==> config.mk <==
export PLATFORM = sky130hd
export DESIGN_NAME = kwdru_top
export DESIGN_NICKNAME = d
export VERILOG_FILES = /design/src/verilog/kwdru_pkg.sv /design/src/verilog/kwdru_cnt_if.sv /design/src/verilog/kwdru_sync.sv /design/src/verilog/kwdru_counter.sv /design/src/verilog/kwdru_top.sv
export SDC_FILE = /design/constraint.sdc
export NUM_CORES = 1
export LEC_CHECK = 0
export ABC_AREA = 1
export BUFFER_PORTS_ARGS = -buffer_cell sky130_fd_sc_hd__clkbuf_2
export CORE_MARGIN = 5
export CORE_UTILIZATION = 45
export DETAILED_ROUTE_END_ITERATION = 16
export PLACE_DENSITY_LB_ADDON = 0.12
export RECOVER_POWER = 50
export SETUP_SLACK_MARGIN = 0.2
export SLEW_MARGIN = 30
export SYNTH_ARGS = -nofsm -noshare
export SYNTH_HDL_FRONTEND = slang
export SYNTH_SLANG_ARGS = --single-unit
==> constraint.sdc <==
create_clock -name core_clk_i -period 1.57 [get_ports core_clk_i]
set_input_delay 0.0785 -clock core_clk_i [delete_from_list [all_inputs] [get_ports core_clk_i]]
set_output_delay 0.0785 -clock core_clk_i [all_outputs]
set_load 0.005 [all_outputs]
==> src/verilog/kwdru_pkg.sv <==
// constants and types shared by the keyed watchdog reset unit
package kwdru_pkg;

  // core clock
  localparam int unsigned CORE_PERIOD_NS = 40;

  // register byte offsets
  localparam logic [4:0] OFF_WDOG_CONTROL = 5'h00;
  localparam logic [4:0] OFF_RESET_CAUSE  = 5'h04;
  localparam logic [4:0] OFF_IRQ_STATUS   = 5'h08;
  localparam logic [4:0] OFF_IRQ_MASK     = 5'h0c;
  localparam logic [4:0] OFF_CPU_STATUS   = 5'h10;
  localparam logic [4:0] OFF_PORT_INIT    = 5'h14;

  // wdog_control fields
  localparam int unsigned KEY_LSB = 3;
  localparam int unsigned KEY_W   = 5;
  localparam int unsigned SEL_LSB = 0;
  localparam int unsigned SEL_W   = 3;
  localparam logic [4:0]  KEY_DISABLE = 5'h15;
  localparam logic [4:0]  KEY_ENABLE  = 5'h0a;
  localparam logic [7:0]  WDOG_CONTROL_RST = 8'h53;

  // reset_cause_flags and status fields
  localparam int unsigned CAUSE_KEY_BIT  = 0;
  localparam int unsigned STAT_TO_BIT    = 0;
  localparam int unsigned STAT_PWRDN_BIT = 1;
  localparam int unsigned STAT_RUN_BIT   = 2;

  // interrupt events
  localparam int unsigned IRQ_W          = 3;
  localparam int unsigned IRQ_KEY_FAULT  = 0;
  localparam int unsigned IRQ_TIMEOUT    = 1;
  localparam int unsigned IRQ_SLEEP_TO   = 2;
  localparam logic [2:0]  IRQ_MASK_RST   = 3'h0;

  // port init register: data in low byte, direction in high byte
  localparam logic [15:0] PORT_INIT_RST = 16'hffff;

  // counter
  localparam int unsigned CNT_W = 18;
  localparam logic [4:0] PERIOD_EXP [8] = '{
    5'd8, 5'd10, 5'd12, 5'd14, 5'd15, 5'd16, 5'd17, 5'd18
  };

  // delays
  localparam int unsigned SOFT_FAULT_DELAY_NS = 400;
  localparam int unsigned SOFT_FAULT_DELAY_CYC =
    (SOFT_FAULT_DELAY_NS + CORE_PERIOD_NS - 1) / CORE_PERIOD_NS;
  localparam int unsigned STARTUP_DELAY_NS = 2000;
  localparam int unsigned STARTUP_DELAY_CYC =
    (STARTUP_DELAY_NS + CORE_PERIOD_NS - 1) / CORE_PERIOD_NS;
  localparam int unsigned DLY_W = 8;

  typedef enum logic [1:0] {
    KWDRU_FLT_IDLE  = 2'b00,
    KWDRU_FLT_DELAY = 2'b01,
    KWDRU_FLT_FIRE  = 2'b11
  } kwdru_flt_t;

endpackage

==> src/verilog/kwdru_cnt_if.sv <==
// carrier between the watchdog control logic and its counter
interface kwdru_cnt_if;
  logic       tick;
  logic       clr;
  logic       en;
  logic [2:0] sel;
  logic       ovf;

  modport ctl (output tick, output clr, output en, output sel, input ovf);
  modport cnt (input tick, input clr, input en, input sel, output ovf);
endinterface

==> src/verilog/kwdru_sync.sv <==
// two-flop synchroniser for pin-level inputs
module kwdru_sync #(
  parameter int unsigned W = 1
) (
  // clock and reset
  input  wire logic         core_clk_i,
  input  wire logic         rst_n_i,
  // data
  input  wire logic [W-1:0] async_i,
  output logic      [W-1:0] sync_o
);

  typedef struct packed {
    logic [W-1:0] meta;
    logic [W-1:0] stab;
  } kwdru_sync_st_t;

  kwdru_sync_st_t s_q;
  kwdru_sync_st_t s_d;

  always_comb begin
    s_d      = s_q;
    s_d.meta = async_i;
    s_d.stab = s_q.meta;
  end

  always_ff @(posedge core_clk_i) begin
    if (!rst_n_i) begin
      s_q <= '0;
    end else begin
      s_q <= s_d;
    end
  end

  assign sync_o = s_q.stab;

endmodule

==> src/verilog/kwdru_counter.sv <==
// watchdog up-counter advanced by slow oscillator ticks
module kwdru_counter (
  // clock and reset
  input  wire logic core_clk_i,
  input  wire logic rst_n_i,
  // control side
  kwdru_cnt_if.cnt  cif
);

  typedef struct packed {
    logic [kwdru_pkg::CNT_W-1:0] cnt;
    logic                        ovf;
  } kwdru_cnt_st_t;

  kwdru_cnt_st_t               s_q;
  kwdru_cnt_st_t               s_d;
  logic [kwdru_pkg::CNT_W-1:0] limit;

  always_comb begin
    limit = kwdru_pkg::CNT_W'((19'd1 << kwdru_pkg::PERIOD_EXP[cif.sel])
                              - 19'd1);
    s_d     = s_q;
    s_d.ovf = 1'b0;
    if (cif.tick) begin
      if (cif.clr) begin
        s_d.cnt = '0;
      end else if (cif.en) begin
        if (s_q.cnt == limit) begin
          s_d.cnt = '0;
          s_d.ovf = 1'b1;
        end else begin
          s_d.cnt = s_q.cnt + 1'b1;
        end
      end
    end
  end

  always_ff @(posedge core_clk_i) begin
    if (!rst_n_i) begin
      s_q <= '0;
    end else begin
      s_q <= s_d;
    end
  end

  assign cif.ovf = s_q.ovf;

endmodule

==> src/verilog/kwdru_top.sv <==
// keyed watchdog reset unit: registers, key check, flags, reset outputs
// Behaviour
// - counter advances only on slow oscillator edges
// - period select picks 2^8 .. 2^18 ticks
// - key 10101 stops, 01010 runs watchdog
// - any other key: device reset after delay
// - key cause flag set; cleared by zero write
// - control resets to key 01010, period 011
// - normal overflow resets device, sets timeout
// - sleep overflow: timeout, power-down, PC/SP reset
// - invalid key write also clears counter
// - clear instruction clears counter without halting
// - halt instruction clears the counter
// - reset pin low clears counter if selected
// - cause register upper four bits read zero
// - start-up delay, then run from address zero
// - port data and direction start all ones
// - counter runs in sleep; halt clears it
// - power-down flag: clear instr clears, halt sets
module kwdru_top (
  // clock and reset
  input  wire logic        core_clk_i,
  input  wire logic        rst_n_i,
  // slow oscillator and reset pin
  input  wire logic        slow_internal_osc_i,
  input  wire logic        ext_init_pin_n_i,
  input  wire logic        pin_guard_is_reset_i,
  // cpu events
  input  wire logic        watchdog_clear_instruction_i,
  input  wire logic        halt_i,
  input  wire logic        sleep_mode_i,
  // avalon-mm slave
  input  wire logic [4:0]  avs_address_i,
  input  wire logic        avs_read_i,
  input  wire logic        avs_write_i,
  input  wire logic [31:0] avs_writedata_i,
  output logic      [31:0] avs_readdata_o,
  output logic             avs_waitrequest_o,
  // reset and status outputs
  output logic             device_reset_o,
  output logic             warm_reset_o,
  output logic             cpu_run_o,
  output logic             timeout_flag_o,
  output logic             power_down_flag_o,
  output logic [7:0]       port_data_o,
  output logic [7:0]       port_dir_o,
  output logic             irq_o
);

  typedef struct packed {
    logic [7:0]                      ctrl;
    logic [7:0]                      ctrl_slow;
    logic                            key_cause;
    logic                            to;
    logic                            pwr_dn;
    logic                            clr_pend;
    logic                            osc_prev;
    logic                            tick;
    kwdru_pkg::kwdru_flt_t           flt;
    logic [kwdru_pkg::DLY_W-1:0]     dly;
    logic [kwdru_pkg::DLY_W-1:0]     start_cnt;
    logic                            run;
    logic [kwdru_pkg::IRQ_W-1:0]     irq_st;
    logic [kwdru_pkg::IRQ_W-1:0]     irq_mask;
    logic                            irq;
    logic                            dev_rst;
    logic                            warm_rst;
    logic [15:0]                     port_init;
    logic                            wait_n;
    logic [31:0]                     rdata;
  } kwdru_st_t;

  kwdru_st_t  s_q;
  kwdru_st_t  s_d;
  logic [1:0] pins_s;
  logic       osc_s;
  logic       pin_low_s;

  kwdru_cnt_if cif ();

  // pin inverted so the synchroniser's reset value is its idle level
  kwdru_sync #(
    .W (2)
  ) u_sync (
    .core_clk_i (core_clk_i),
    .rst_n_i    (rst_n_i),
    .async_i    ({slow_internal_osc_i, !ext_init_pin_n_i}),
    .sync_o     (pins_s)
  );

  kwdru_counter u_counter (
    .core_clk_i (core_clk_i),
    .rst_n_i    (rst_n_i),
    .cif        (cif)
  );

  assign osc_s     = pins_s[1];
  assign pin_low_s = pins_s[0];

  // counter control
  assign cif.tick = s_q.tick;
  assign cif.clr  = s_q.clr_pend;
  assign cif.en   = s_q.ctrl_slow[kwdru_pkg::KEY_LSB +: kwdru_pkg::KEY_W]
                    == kwdru_pkg::KEY_ENABLE;
  assign cif.sel  = s_q.ctrl_slow[kwdru_pkg::SEL_LSB +:
                                  kwdru_pkg::SEL_W];

  always_comb begin
    logic [4:0]                  key;
    logic                        key_bad;
    logic                        acc;
    logic                        do_wr;
    logic                        do_rd;
    logic [2:0]                  widx;
    logic                        clr_req;
    logic [kwdru_pkg::IRQ_W-1:0] ev;
    key     = s_q.ctrl[kwdru_pkg::KEY_LSB +: kwdru_pkg::KEY_W];
    key_bad = (key != kwdru_pkg::KEY_ENABLE)
              && (key != kwdru_pkg::KEY_DISABLE);
    acc     = (avs_read_i || avs_write_i) && s_q.wait_n == 1'b0;
    do_wr   = avs_write_i && s_q.wait_n;
    do_rd   = avs_read_i && s_q.wait_n;
    widx    = avs_address_i[4:2];
    clr_req = 1'b0;
    ev      = '0;
    s_d     = s_q;

    s_d.dev_rst  = 1'b0;
    s_d.warm_rst = 1'b0;

    // slow oscillator edge; prev resets to the idle low level
    s_d.osc_prev = osc_s;
    s_d.tick     = osc_s && !s_q.osc_prev;

    // start-up delay
    if (!s_q.run) begin
      if (s_q.start_cnt == kwdru_pkg::DLY_W'(
            kwdru_pkg::STARTUP_DELAY_CYC - 1)) begin
        s_d.run = 1'b1;
      end else begin
        s_d.start_cnt = s_q.start_cnt + 1'b1;
      end
    end

    // one wait cycle per access
    s_d.wait_n = acc;

    // register reads
    if (acc && avs_read_i) begin
      s_d.rdata = '0;
      case (widx)
        kwdru_pkg::OFF_WDOG_CONTROL[4:2]: begin
          s_d.rdata[7:0] = s_q.ctrl;
        end
        kwdru_pkg::OFF_RESET_CAUSE[4:2]: begin
          // other reset causes live elsewhere and read zero here
          s_d.rdata[7:1] = 7'h00;
          s_d.rdata[kwdru_pkg::CAUSE_KEY_BIT] = s_q.key_cause;
        end
        kwdru_pkg::OFF_IRQ_STATUS[4:2]: begin
          s_d.rdata[kwdru_pkg::IRQ_W-1:0] = s_q.irq_st;
        end
        kwdru_pkg::OFF_IRQ_MASK[4:2]: begin
          s_d.rdata[kwdru_pkg::IRQ_W-1:0] = s_q.irq_mask;
        end
        kwdru_pkg::OFF_CPU_STATUS[4:2]: begin
          s_d.rdata[kwdru_pkg::STAT_TO_BIT]  = s_q.to;
          s_d.rdata[kwdru_pkg::STAT_PWRDN_BIT] = s_q.pwr_dn;
          s_d.rdata[kwdru_pkg::STAT_RUN_BIT] = s_q.run;
        end
        kwdru_pkg::OFF_PORT_INIT[4:2]: begin
          s_d.rdata[15:0] = s_q.port_init;
        end
        default: begin
          s_d.rdata = '0;
        end
      endcase
    end

    // the answered read clears only the bits it returned, so an
    // event caught while the read was pending is kept
    if (do_rd && widx == kwdru_pkg::OFF_IRQ_STATUS[4:2]) begin
      s_d.irq_st = s_q.irq_st & ~s_q.rdata[kwdru_pkg::IRQ_W-1:0];
    end

    // register writes
    if (do_wr) begin
      case (widx)
        kwdru_pkg::OFF_WDOG_CONTROL[4:2]: begin
          s_d.ctrl = avs_writedata_i[7:0];
        end
        kwdru_pkg::OFF_RESET_CAUSE[4:2]: begin
          if (!avs_writedata_i[kwdru_pkg::CAUSE_KEY_BIT]) begin
            s_d.key_cause = 1'b0;
          end
        end
        kwdru_pkg::OFF_IRQ_MASK[4:2]: begin
          s_d.irq_mask = avs_writedata_i[kwdru_pkg::IRQ_W-1:0];
        end
        kwdru_pkg::OFF_PORT_INIT[4:2]: begin
          s_d.port_init = avs_writedata_i[15:0];
        end
        default: begin
          s_d.irq_mask = s_q.irq_mask;
        end
      endcase
    end

    // clear sources
    if (watchdog_clear_instruction_i) begin
      clr_req    = 1'b1;
      s_d.pwr_dn = 1'b0;
    end
    // halt and clear in one cycle leave power-down set
    if (halt_i) begin
      clr_req    = 1'b1;
      s_d.pwr_dn = 1'b1;
      s_d.to     = 1'b0;
    end
    if (pin_low_s && pin_guard_is_reset_i) begin
      clr_req = 1'b1;
    end
    if (key_bad) begin
      clr_req = 1'b1;
    end

    // pending clear held until the next slow tick
    if (s_q.tick) begin
      s_d.clr_pend = 1'b0;
    end
    if (clr_req) begin
      s_d.clr_pend = 1'b1;
    end

    // control reaches the counter only at a slow tick, so a write
    // never changes period or enable halfway through a tick
    if (s_q.tick) begin
      s_d.ctrl_slow = s_q.ctrl;
    end

    // overflow handling
    if (cif.ovf) begin
      s_d.to = 1'b1;
      if (sleep_mode_i) begin
        s_d.pwr_dn   = 1'b1;
        s_d.warm_rst = 1'b1;
        ev[kwdru_pkg::IRQ_SLEEP_TO] = 1'b1;
      end else begin
        s_d.dev_rst = 1'b1;
        ev[kwdru_pkg::IRQ_TIMEOUT] = 1'b1;
      end
    end

    // invalid key sequencer
    case (s_q.flt)
      kwdru_pkg::KWDRU_FLT_IDLE: begin
        if (key_bad) begin
          s_d.flt = kwdru_pkg::KWDRU_FLT_DELAY;
          s_d.dly = '0;
        end
      end
      kwdru_pkg::KWDRU_FLT_DELAY: begin
        if (s_q.dly == kwdru_pkg::DLY_W'(
              kwdru_pkg::SOFT_FAULT_DELAY_CYC - 1)) begin
          s_d.flt = kwdru_pkg::KWDRU_FLT_FIRE;
        end else begin
          s_d.dly = s_q.dly + 1'b1;
        end
      end
      kwdru_pkg::KWDRU_FLT_FIRE: begin
        s_d.dev_rst   = 1'b1;
        s_d.key_cause = 1'b1;
        // restored key is valid, so one fault fires only once
        s_d.ctrl      = kwdru_pkg::WDOG_CONTROL_RST;
        ev[kwdru_pkg::IRQ_KEY_FAULT] = 1'b1;
        s_d.flt       = kwdru_pkg::KWDRU_FLT_IDLE;
      end
      default: begin
        s_d.flt = kwdru_pkg::KWDRU_FLT_IDLE;
      end
    endcase

    // events win over a clearing read
    s_d.irq_st = s_d.irq_st | ev;
    s_d.irq    = |(s_d.irq_st & s_d.irq_mask);
  end

  always_ff @(posedge core_clk_i) begin
    if (!rst_n_i) begin
      s_q.ctrl      <= kwdru_pkg::WDOG_CONTROL_RST;
      s_q.ctrl_slow <= kwdru_pkg::WDOG_CONTROL_RST;
      s_q.key_cause <= 1'b0;
      s_q.to        <= 1'b0;
      s_q.pwr_dn    <= 1'b0;
      s_q.clr_pend  <= 1'b0;
      s_q.osc_prev  <= 1'b0;
      s_q.tick      <= 1'b0;
      s_q.flt       <= kwdru_pkg::KWDRU_FLT_IDLE;
      s_q.dly       <= '0;
      s_q.start_cnt <= '0;
      s_q.run       <= 1'b0;
      s_q.irq_st    <= '0;
      s_q.irq_mask  <= kwdru_pkg::IRQ_MASK_RST;
      s_q.irq       <= 1'b0;
      s_q.dev_rst   <= 1'b0;
      s_q.warm_rst  <= 1'b0;
      s_q.port_init <= kwdru_pkg::PORT_INIT_RST;
      s_q.wait_n    <= 1'b0;
      s_q.rdata     <= '0;
    end else begin
      s_q <= s_d;
    end
  end

  assign avs_readdata_o    = s_q.rdata;
  assign avs_waitrequest_o = !s_q.wait_n;
  assign device_reset_o    = s_q.dev_rst;
  assign warm_reset_o      = s_q.warm_rst;
  assign cpu_run_o         = s_q.run;
  assign timeout_flag_o    = s_q.to;
  assign power_down_flag_o = s_q.pwr_dn;
  assign port_data_o       = s_q.port_init[7:0];
  assign port_dir_o        = s_q.port_init[15:8];
  assign irq_o             = s_q.irq;

endmodule

==> results.ini, run 1 <==
[clocking]
numCtsBuffers=9
cts_tree=built
max-clock-path-buffers=2
clk_latency_ps=350
clock-sinks=106
htree_num_levels=3
clkTransAtPathRegs_ps=70
cts-root-buf=clkbuf_16

[logic_synthesis]
synth_edf_count=0
synth-adder-area-share_pct=1.40
synth-main-ff-cell=dfxtp_1
ys_warn_count=0
synth_top_family_by_area=simple AND/OR/NAND/NOR gates
synth_xor_area_share_pct=0.814
synth.avg_cell_area_um2=7.05
synth_mux_area_share_pct=0
yosys.area_share.simple_pct=30.1
syn_inst=763
yosys_register_bits=106
synth_compound_area_share_pct=13.4
synth-seq-area-share_pct=39.5
synth.distinct_cells=43
async_flop_share_pct=0
syn-cell-area_um2=5380

[sta]
drv_slew=0
slew_headroom_pct=66.5
fin_ws_ps=-92.4
setup_violations=15
fin_skew_ps=9.40
rsz0062_at_grt=true
hold_violations=0
worst_slew_pin_slew_ps=502
fin_crit_ps=1660
setup_tns_ps=-1130
holdWs_ps=16.2
fmax_ghz=0.602
fin_crit_sh_pct=106

[final_layout]
fin_cells=1015
utilization_pct=57.2
drive_above_1_share_pct=28.7
multi_input_area_um2=2850
mostFrequentLayoutCells=nand2_1, dfxtp_1, inv_1
diodes=0
final_common_cell=nand2_1
area_growth_pct=26.1
nets=916
regArea_um2=2150
fillerInstances=1147
finish.instance_area_um2=6780

[floorplanning]
pin_count=102
dieWidth_um=119
fp.dieArea_um2=14200
fp-row-count=40
core-area_um2=11900
initial_core_util_pct=45.3
die_h_um=119

[place]
dp_cells=964
gp_congestion=0.878
postPlaceCellArea_um2=5830
dp_hpwl_um=10100
dp_slack_ps=-147
port_buffers=67

[critical_path]
critPathKind=reg2reg
worst_r2r_path_depth=13
worstPathMaxFanout=7
crit_top_cell=nand2_2
crit_required_ps=1800
worst_path_largest_cell_delay_ps=330
r2r_setup_slack_ps=-90
cp_slowest_cell=dfxtp_2
cp_cell_sequence=inv_2, ha_4, nand2_4, inv_2, nand2_2, nand2_2, nand2_2, nand2_2, nand3_2, nor2_4, nand2_4, nand2_2, a21oi_2
crit_arrival_ps=1890
timing.rr.end=u_counter.s_q[15]$_SDFFE_PN0P_
endpoint_kind=flip-flop
start_kind=flip-flop
r2r_start=cif.sel[0]$_SDFFE_PN1P_

[power_and_ir_drop]
p_per_area_nw_per_um2=816
p_total_mw=5.53
vdd_drop_max_mv=0.811
p_leak_nw=2.90

[drt]
drt-pass1-iter-count=5
drt-initial-drc-count=297
vias=5231
wirelength_um=14600
ant_nets=0
drc=0
via_per_inst=5.15
wl_per_cell_um=14.3

[status]
violations=negative setup slack
status=finished with violations

[hold_path]
hp-start=pin_guard_is_reset_i
hold_depth=3
min_to=cif.clr$_SDFFE_PN0P_
hp-class=in2reg

[global_routing]
grt-ovfl-total=0
antenna_found_initial=0
grt_pass1_wl_um=23200
grt_pass1_vias=4970
grt_start_max_net_pins=35
grt.total_usage_pct=19.8

[flow_run]
drv_cap=0

==> synthesized netlist by cell type (2+ instances only) <==
| library cell | instances | area [um2] |
|---|---|---|
| xor2_1 | 4 | 35.0 |
| nor3_1 | 13 | 65.1 |
| nand2_2 | 14 | 87.6 |
| nand3_1 | 64 | 320 |
| dfxtp_1 | 106 | 2120 |
| nand2_1 | 182 | 683 |
| nand2_4 | 2 | 22.5 |
| clkbuf_1 | 12 | 45.0 |
| a21oi_1 | 67 | 335 |
| nor3b_1 | 5 | 37.5 |
| inv_1 | 77 | 289 |
| or2_2 | 4 | 25.0 |
| buf_4 | 48 | 360 |
| buf_2 | 8 | 40.0 |
| o31ai_1 | 2 | 15.0 |
| o21bai_1 | 2 | 15.0 |
| ha_1 | 6 | 75.1 |
| a21oi_2 | 10 | 87.6 |
| nand4_1 | 12 | 75.1 |
| nor2_1 | 61 | 229 |
| nor2_2 | 3 | 18.8 |
| o211ai_1 | 2 | 15.0 |
| o21ai_0 | 38 | 190 |
| a31oi_1 | 2 | 12.5 |
==> repair_timing <==
| item | 4_1_cts | 5_1_grt |
|---|---|---|
| endpoints found under the hold margin | 17 | 0 |
| hold buffers | 15 | 0 |
| gates resized for setup | 28 | 88 |
| setup buffers | 8 | 9 |
| setup endpoints to repair | 41 | 67 |
| pin swaps | 18 | 31 |
| gates cloned | 1 | 2 |
==> state kept, by name, indices dropped and copies added (netlist names) <==
register / flops
avs_readdata_o: 16
cif.clr: 1
cif.sel: 3
cif.tick: 1
cpu_run_o: 1
device_reset_o: 1
irq_o: 1
port_data_o: 8
port_dir_o: 8
power_down_flag_o: 1
s_q: 40
timeout_flag_o: 1
u_counter.cif.ovf: 1
u_counter.s_q: 18
u_sync.s_d: 2
u_sync.sync_o: 2
warm_reset_o: 1
==> cells by family after synthesis <==
family,after synthesis
and+or+nand+nor,365
buffers and inverters,151
AOI/OAI and AO/OA,129
DFF,106
adders and majority gates,6
xor gates and xnor gates,5
other,1
==> how the worst max path moves through the flow <==
stage / startpoint / to / slack [ps] / depth (start not counted)
after floorplan: cif.sel[0]$_SDFFE_PN1P_ / u_counter.s_q[13]$_SDFFE_PN0P_ / -40 / 14
after global placement: cif.sel[0]$_SDFFE_PN1P_ / u_counter.s_q[8]$_SDFFE_PN0P_ / -90 / 13
after detailed placement: cif.sel[0]$_SDFFE_PN1P_ / u_counter.s_q[8]$_SDFFE_PN0P_ / -150 / 13
after CTS: cif.sel[1]$_SDFFE_PN1P_ / u_counter.s_q[8]$_SDFFE_PN0P_ / -90 / 13
after global routing: cif.sel[0]$_SDFFE_PN1P_ / u_counter.s_q[8]$_SDFFE_PN0P_ / -200 / 13
final: cif.sel[0]$_SDFFE_PN1P_ / u_counter.s_q[15]$_SDFFE_PN0P_ / -90 / 13
==> cell type report <==
cell class / count / share of cell area (%)
inverters: 80 / 4.54
well taps: 147 / 2.71
multi-input cells: 522 / 42.0
repair buffers: 144 / 14.9
flip-flops and latches: 106 / 31.6
clock inverters: 5 / 0.627
clock buffers: 11 / 3.58
==> per-layer routing <==
| layer | wire, um | part of all wire [%] | vias to the layer above | global-route usage, % |
|---|---|---|---|---|
| met4 | 318 | 2.2 | 0 | 6.23 |
| li1 | - | - | 2611 | - |
| met5 | 0 | 0 | - | 0 |
| met2 | 7330 | 50 | 108 | 33.7 |
| met3 | 521 | 3.6 | 29 | 4.75 |
| met1 | 6390 | 44 | 2483 | 24.7 |
==> worst max-delay path: cells and delay by family, from the launching register on <==
kind / cells / cell delay, ps
compound gates: 1 / 50
fa+ha+maj: 1 / 270
buf+inv: 2 / 110
flops: 1 / 330
simple gates: 9 / 780
==> power breakdown <==
group          internal, mW  total [mW]  switching [mW]
Sequential             2.75        2.79          0.0443
Clock                  1.14        2.19            1.04
Combinational         0.230       0.555           0.324
Total                  4.12        5.53            1.41
(Power assumes the default switching activity.)
==> run 2: changes to the inputs <==
--- a/config.mk
+++ b/config.mk
@@ -16,4 +16,5 @@
 export SLEW_MARGIN = 30
 export SYNTH_ARGS = -nofsm -noshare
 export SYNTH_HDL_FRONTEND = slang
+export SYNTH_HIERARCHICAL = 1
 export SYNTH_SLANG_ARGS = --single-unit
==> results.ini, run 2 <==
[status]
status=finished with violations  ; unchanged
violations=negative setup slack  ; unchanged

[sta]
hold_violations=0  ; unchanged
worst_slew_pin_slew_ps=926  ; was 502 ps
fin_ws_ps=-139  ; was -92.4 ps
slew_headroom_pct=38.3  ; was 66.5%
fin_crit_ps=1710  ; was 1660 ps
fin_skew_ps=6.63  ; was 9.40 ps
rsz0062_at_grt=true  ; unchanged
setup_violations=16  ; was 15
fmax_ghz=0.585  ; was 0.602 GHz
drv_slew=0  ; unchanged
fin_crit_sh_pct=109  ; was 106%

[floorplanning]
pin_count=102  ; unchanged
initial_core_util_pct=45.6  ; was 45.3%
core-area_um2=11900  ; about the same
fp-row-count=40  ; unchanged
fp.dieArea_um2=14400  ; was 14200 um2
dieWidth_um=120  ; was 119 um
die_h_um=120  ; was 119 um

[clocking]
clk_latency_ps=350  ; about the same
cts_tree=built  ; unchanged
max-clock-path-buffers=2  ; unchanged
clock-sinks=106  ; unchanged
clkTransAtPathRegs_ps=70  ; about the same
numCtsBuffers=9  ; unchanged
htree_num_levels=3  ; unchanged
cts-root-buf=clkbuf_16  ; unchanged

[hold_path]
hold_depth=3  ; unchanged
min_to=power_down_flag_o$_SDFF_PN0_  ; was cif.clr$_SDFFE_PN0P_
hp-start=halt_i  ; was pin_guard_is_reset_i
hp-class=in2reg  ; unchanged

[global_routing]
grt_pass1_vias=4928  ; was 4970
grt.total_usage_pct=19.8  ; about the same
antenna_found_initial=0  ; unchanged
grt_start_max_net_pins=43  ; was 35
grt-ovfl-total=0  ; unchanged
grt_pass1_wl_um=23200  ; about the same

[logic_synthesis]
synth-main-ff-cell=dfxtp_1  ; unchanged
syn_inst=766  ; was 763
yosys_register_bits=106  ; unchanged
synth.top_cells.by_count=nand2_1, dfxtp_1, a21oi_1  ; was nand2_1, dfxtp_1, inv_1
ys_warn_count=6  ; was 0
yosys-top-cells-area=dfxtp_1, nand2_1, a21oi_1, buf_4, nand3_1  ; was dfxtp_1, nand2_1, buf_4, a21oi_1, nand3_1
yosysTopAreaCell=dfxtp_1  ; unchanged
synth_most_common_cell=nand2_1  ; unchanged
synth_top_area_share_pct=39.1  ; was 39.5%
syn-cell-area_um2=5430  ; was 5380 um2
synth.avg_cell_area_um2=7.09  ; was 7.05 um2
synth_edf_count=0  ; unchanged
async_flop_share_pct=0  ; unchanged
synth.distinct_cells=42  ; was 43
synth-seq-area-share_pct=39.1  ; was 39.5%

[drt]
via_per_inst=5.01  ; was 5.15
vias=5137  ; was 5231
drt-pass1-iter-count=4  ; was 5
drt-initial-drc-count=206  ; was 297
ant_nets=0  ; unchanged
drc=0  ; unchanged
wl_per_cell_um=13.6  ; was 14.3 um
wirelength_um=14000  ; was 14600 um

[final_layout]
fin_cells=1025  ; was 1015
final_common_cell=nand2_1  ; unchanged
drive_above_1_share_pct=27.0  ; was 28.7%
mostFrequentLayoutCells=nand2_1, dfxtp_1, a21oi_1  ; was nand2_1, dfxtp_1, inv_1
regMostFlops=s_q  ; unchanged
fillerInstances=1147  ; unchanged
area_growth_pct=24.9  ; was 26.1%
diodes=0  ; unchanged
largest_reg_flops=40  ; unchanged
nets=926  ; was 916

[place]
gp_congestion=0.853  ; was 0.878
dp_slack_ps=-184  ; was -147 ps
dp_hpwl_um=9800  ; was 10100 um
port_buffers=67  ; unchanged
dp_cells=971  ; was 964

[critical_path]
worstPathMaxFanout=7  ; unchanged
start_kind=flip-flop  ; unchanged
r2r_start=cif.sel[0]$_SDFFE_PN1P_  ; unchanged
timing.rr.end=u_counter/s_q[2]$_SDFFE_PN0P_  ; was u_counter.s_q[15]$_SDFFE_PN0P_
r2r_setup_slack_ps=-140  ; was -90 ps
crit_required_ps=1810  ; was 1800 ps
endpoint_kind=flip-flop  ; unchanged
crit_arrival_ps=1950  ; was 1890 ps
critPathKind=reg2reg  ; unchanged
worst_r2r_path_depth=12  ; was 13

[power_and_ir_drop]
vdd_drop_max_mv=0.499  ; was 0.811 mV
p_per_area_nw_per_um2=829  ; was 816 nW/um2
p_leak_nw=2.85  ; was 2.90 nW

[flow_run]
drv_cap=0  ; unchanged

## run 2: cell types whose count changed after synthesis, moves of 3 or more
| cell | delta |
|---|---|
| inv_2 | +6 |
| inv_1 | -7 |
| o21ai_0 | -6 |
| a21oi_1 | +5 |
| buf_2 | -3 |
| nor2_2 | +3 |
| nor2_4 | +6 |
| nor2_1 | -13 |
| nand4_1 | -5 |
| nand2_1 | +12 |
| xor2_1 | +4 |
## run 2: how the worst max path moves through the flow
stage                                       start                             end  slack, ps  cells past startpoint
after floorplan           cif.sel[0]$_SDFFE_PN1P_  u_counter/s_q[12]$_SDFFE_PN0P_        -80                     14
after global routing      cif.sel[0]$_SDFFE_PN1P_  u_counter/s_q[13]$_SDFFE_PN0P_       -260                     13
after CTS                 cif.sel[0]$_SDFFE_PN1P_  u_counter/s_q[16]$_SDFFE_PN0P_       -120                     13
after detailed placement  cif.sel[0]$_SDFFE_PN1P_   u_counter/s_q[9]$_SDFFE_PN0P_       -180                     13
final                     cif.sel[0]$_SDFFE_PN1P_   u_counter/s_q[2]$_SDFFE_PN0P_       -140                     12
after global placement       s_q[88]$_SDFFE_PN0P_  u_counter/s_q[12]$_SDFFE_PN0P_       -140                      9
## run 2: per-stage QoR
| stage | hold slack, ps | area [um2] | total power [mW] | setup TNS, ps | utilization, % |
|---|---|---|---|---|---|
| floorplan | 172 | 5540 | 3.16 | -794 | - |
| global placement | 260 | 5920 | 3.27 | -1710 | 49.7 |
| detailed placement | 268 | 5920 | 3.28 | -2470 | 49.7 |
| CTS | 8.91 | 6590 | 5.65 | -1610 | 55.4 |
| global route | 15.9 | 6790 | 5.87 | -3630 | 57.0 |
| finish | 19.2 | 6790 | 5.63 | -1810 | 57.0 |
## run 2: routing by layer
metal  wire length, um  GRT usage (%)  up-vias
met4               244           6.87        0
met3               593           4.15       22
li1                  -              -     2635
met5                 0              0        -
met2              6750           33.1       97
met1              6370           25.4     2383
## run 2: cell families after synthesis
family / synth area share, %
other cells: 0.0690
buf+inv: 14.1
flops: 39.1
simple gates: 30.7
compound gates: 12.9
fa+ha+maj: 1.38
xor+xnor: 1.77
## run 2: timing repair
| action | CTS | global route |
|---|---|---|
| resized for setup | 33 | 51 |
| hold endpoints to repair | 21 | 0 |
| pin swaps | 18 | 16 |
| cloned | 1 | 0 |
| buffers inserted | 10 | 10 |
| setup endpoints to repair | 43 | 52 |
| hold buffers | 17 | 0 |
## run 2: report_power, final
part           switching, mW  internal (mW)
sequential            0.0495           2.75
combinational          0.305          0.210
clock                   1.06           1.25
## run 2: worst max-delay path, stage by stage (launching register included)
cell      delay (ps)
dfxtp_2          340
inv_2             50
ha_4             240
nand2_4           80
clkinv_4          60
nand2_1           90
nand2_1           60
nand2_1           80
nand2_2           80
nor2_4           180
nand3_4          180
nand2_2          120
a21oi_2           50
## run 2: layout make-up
class	count	area, um2	share of cell area [%]
Multi-Input combinational cell	528	2840	41.8
Sequential cell	106	2140	31.5
Timing Repair Buffer	148	1010	15.0
Inverter	80	310	4.57
Clock buffer	9	225	3.32
Tap cell	147	184	2.71
Clock inverter	7	76.3	1.12
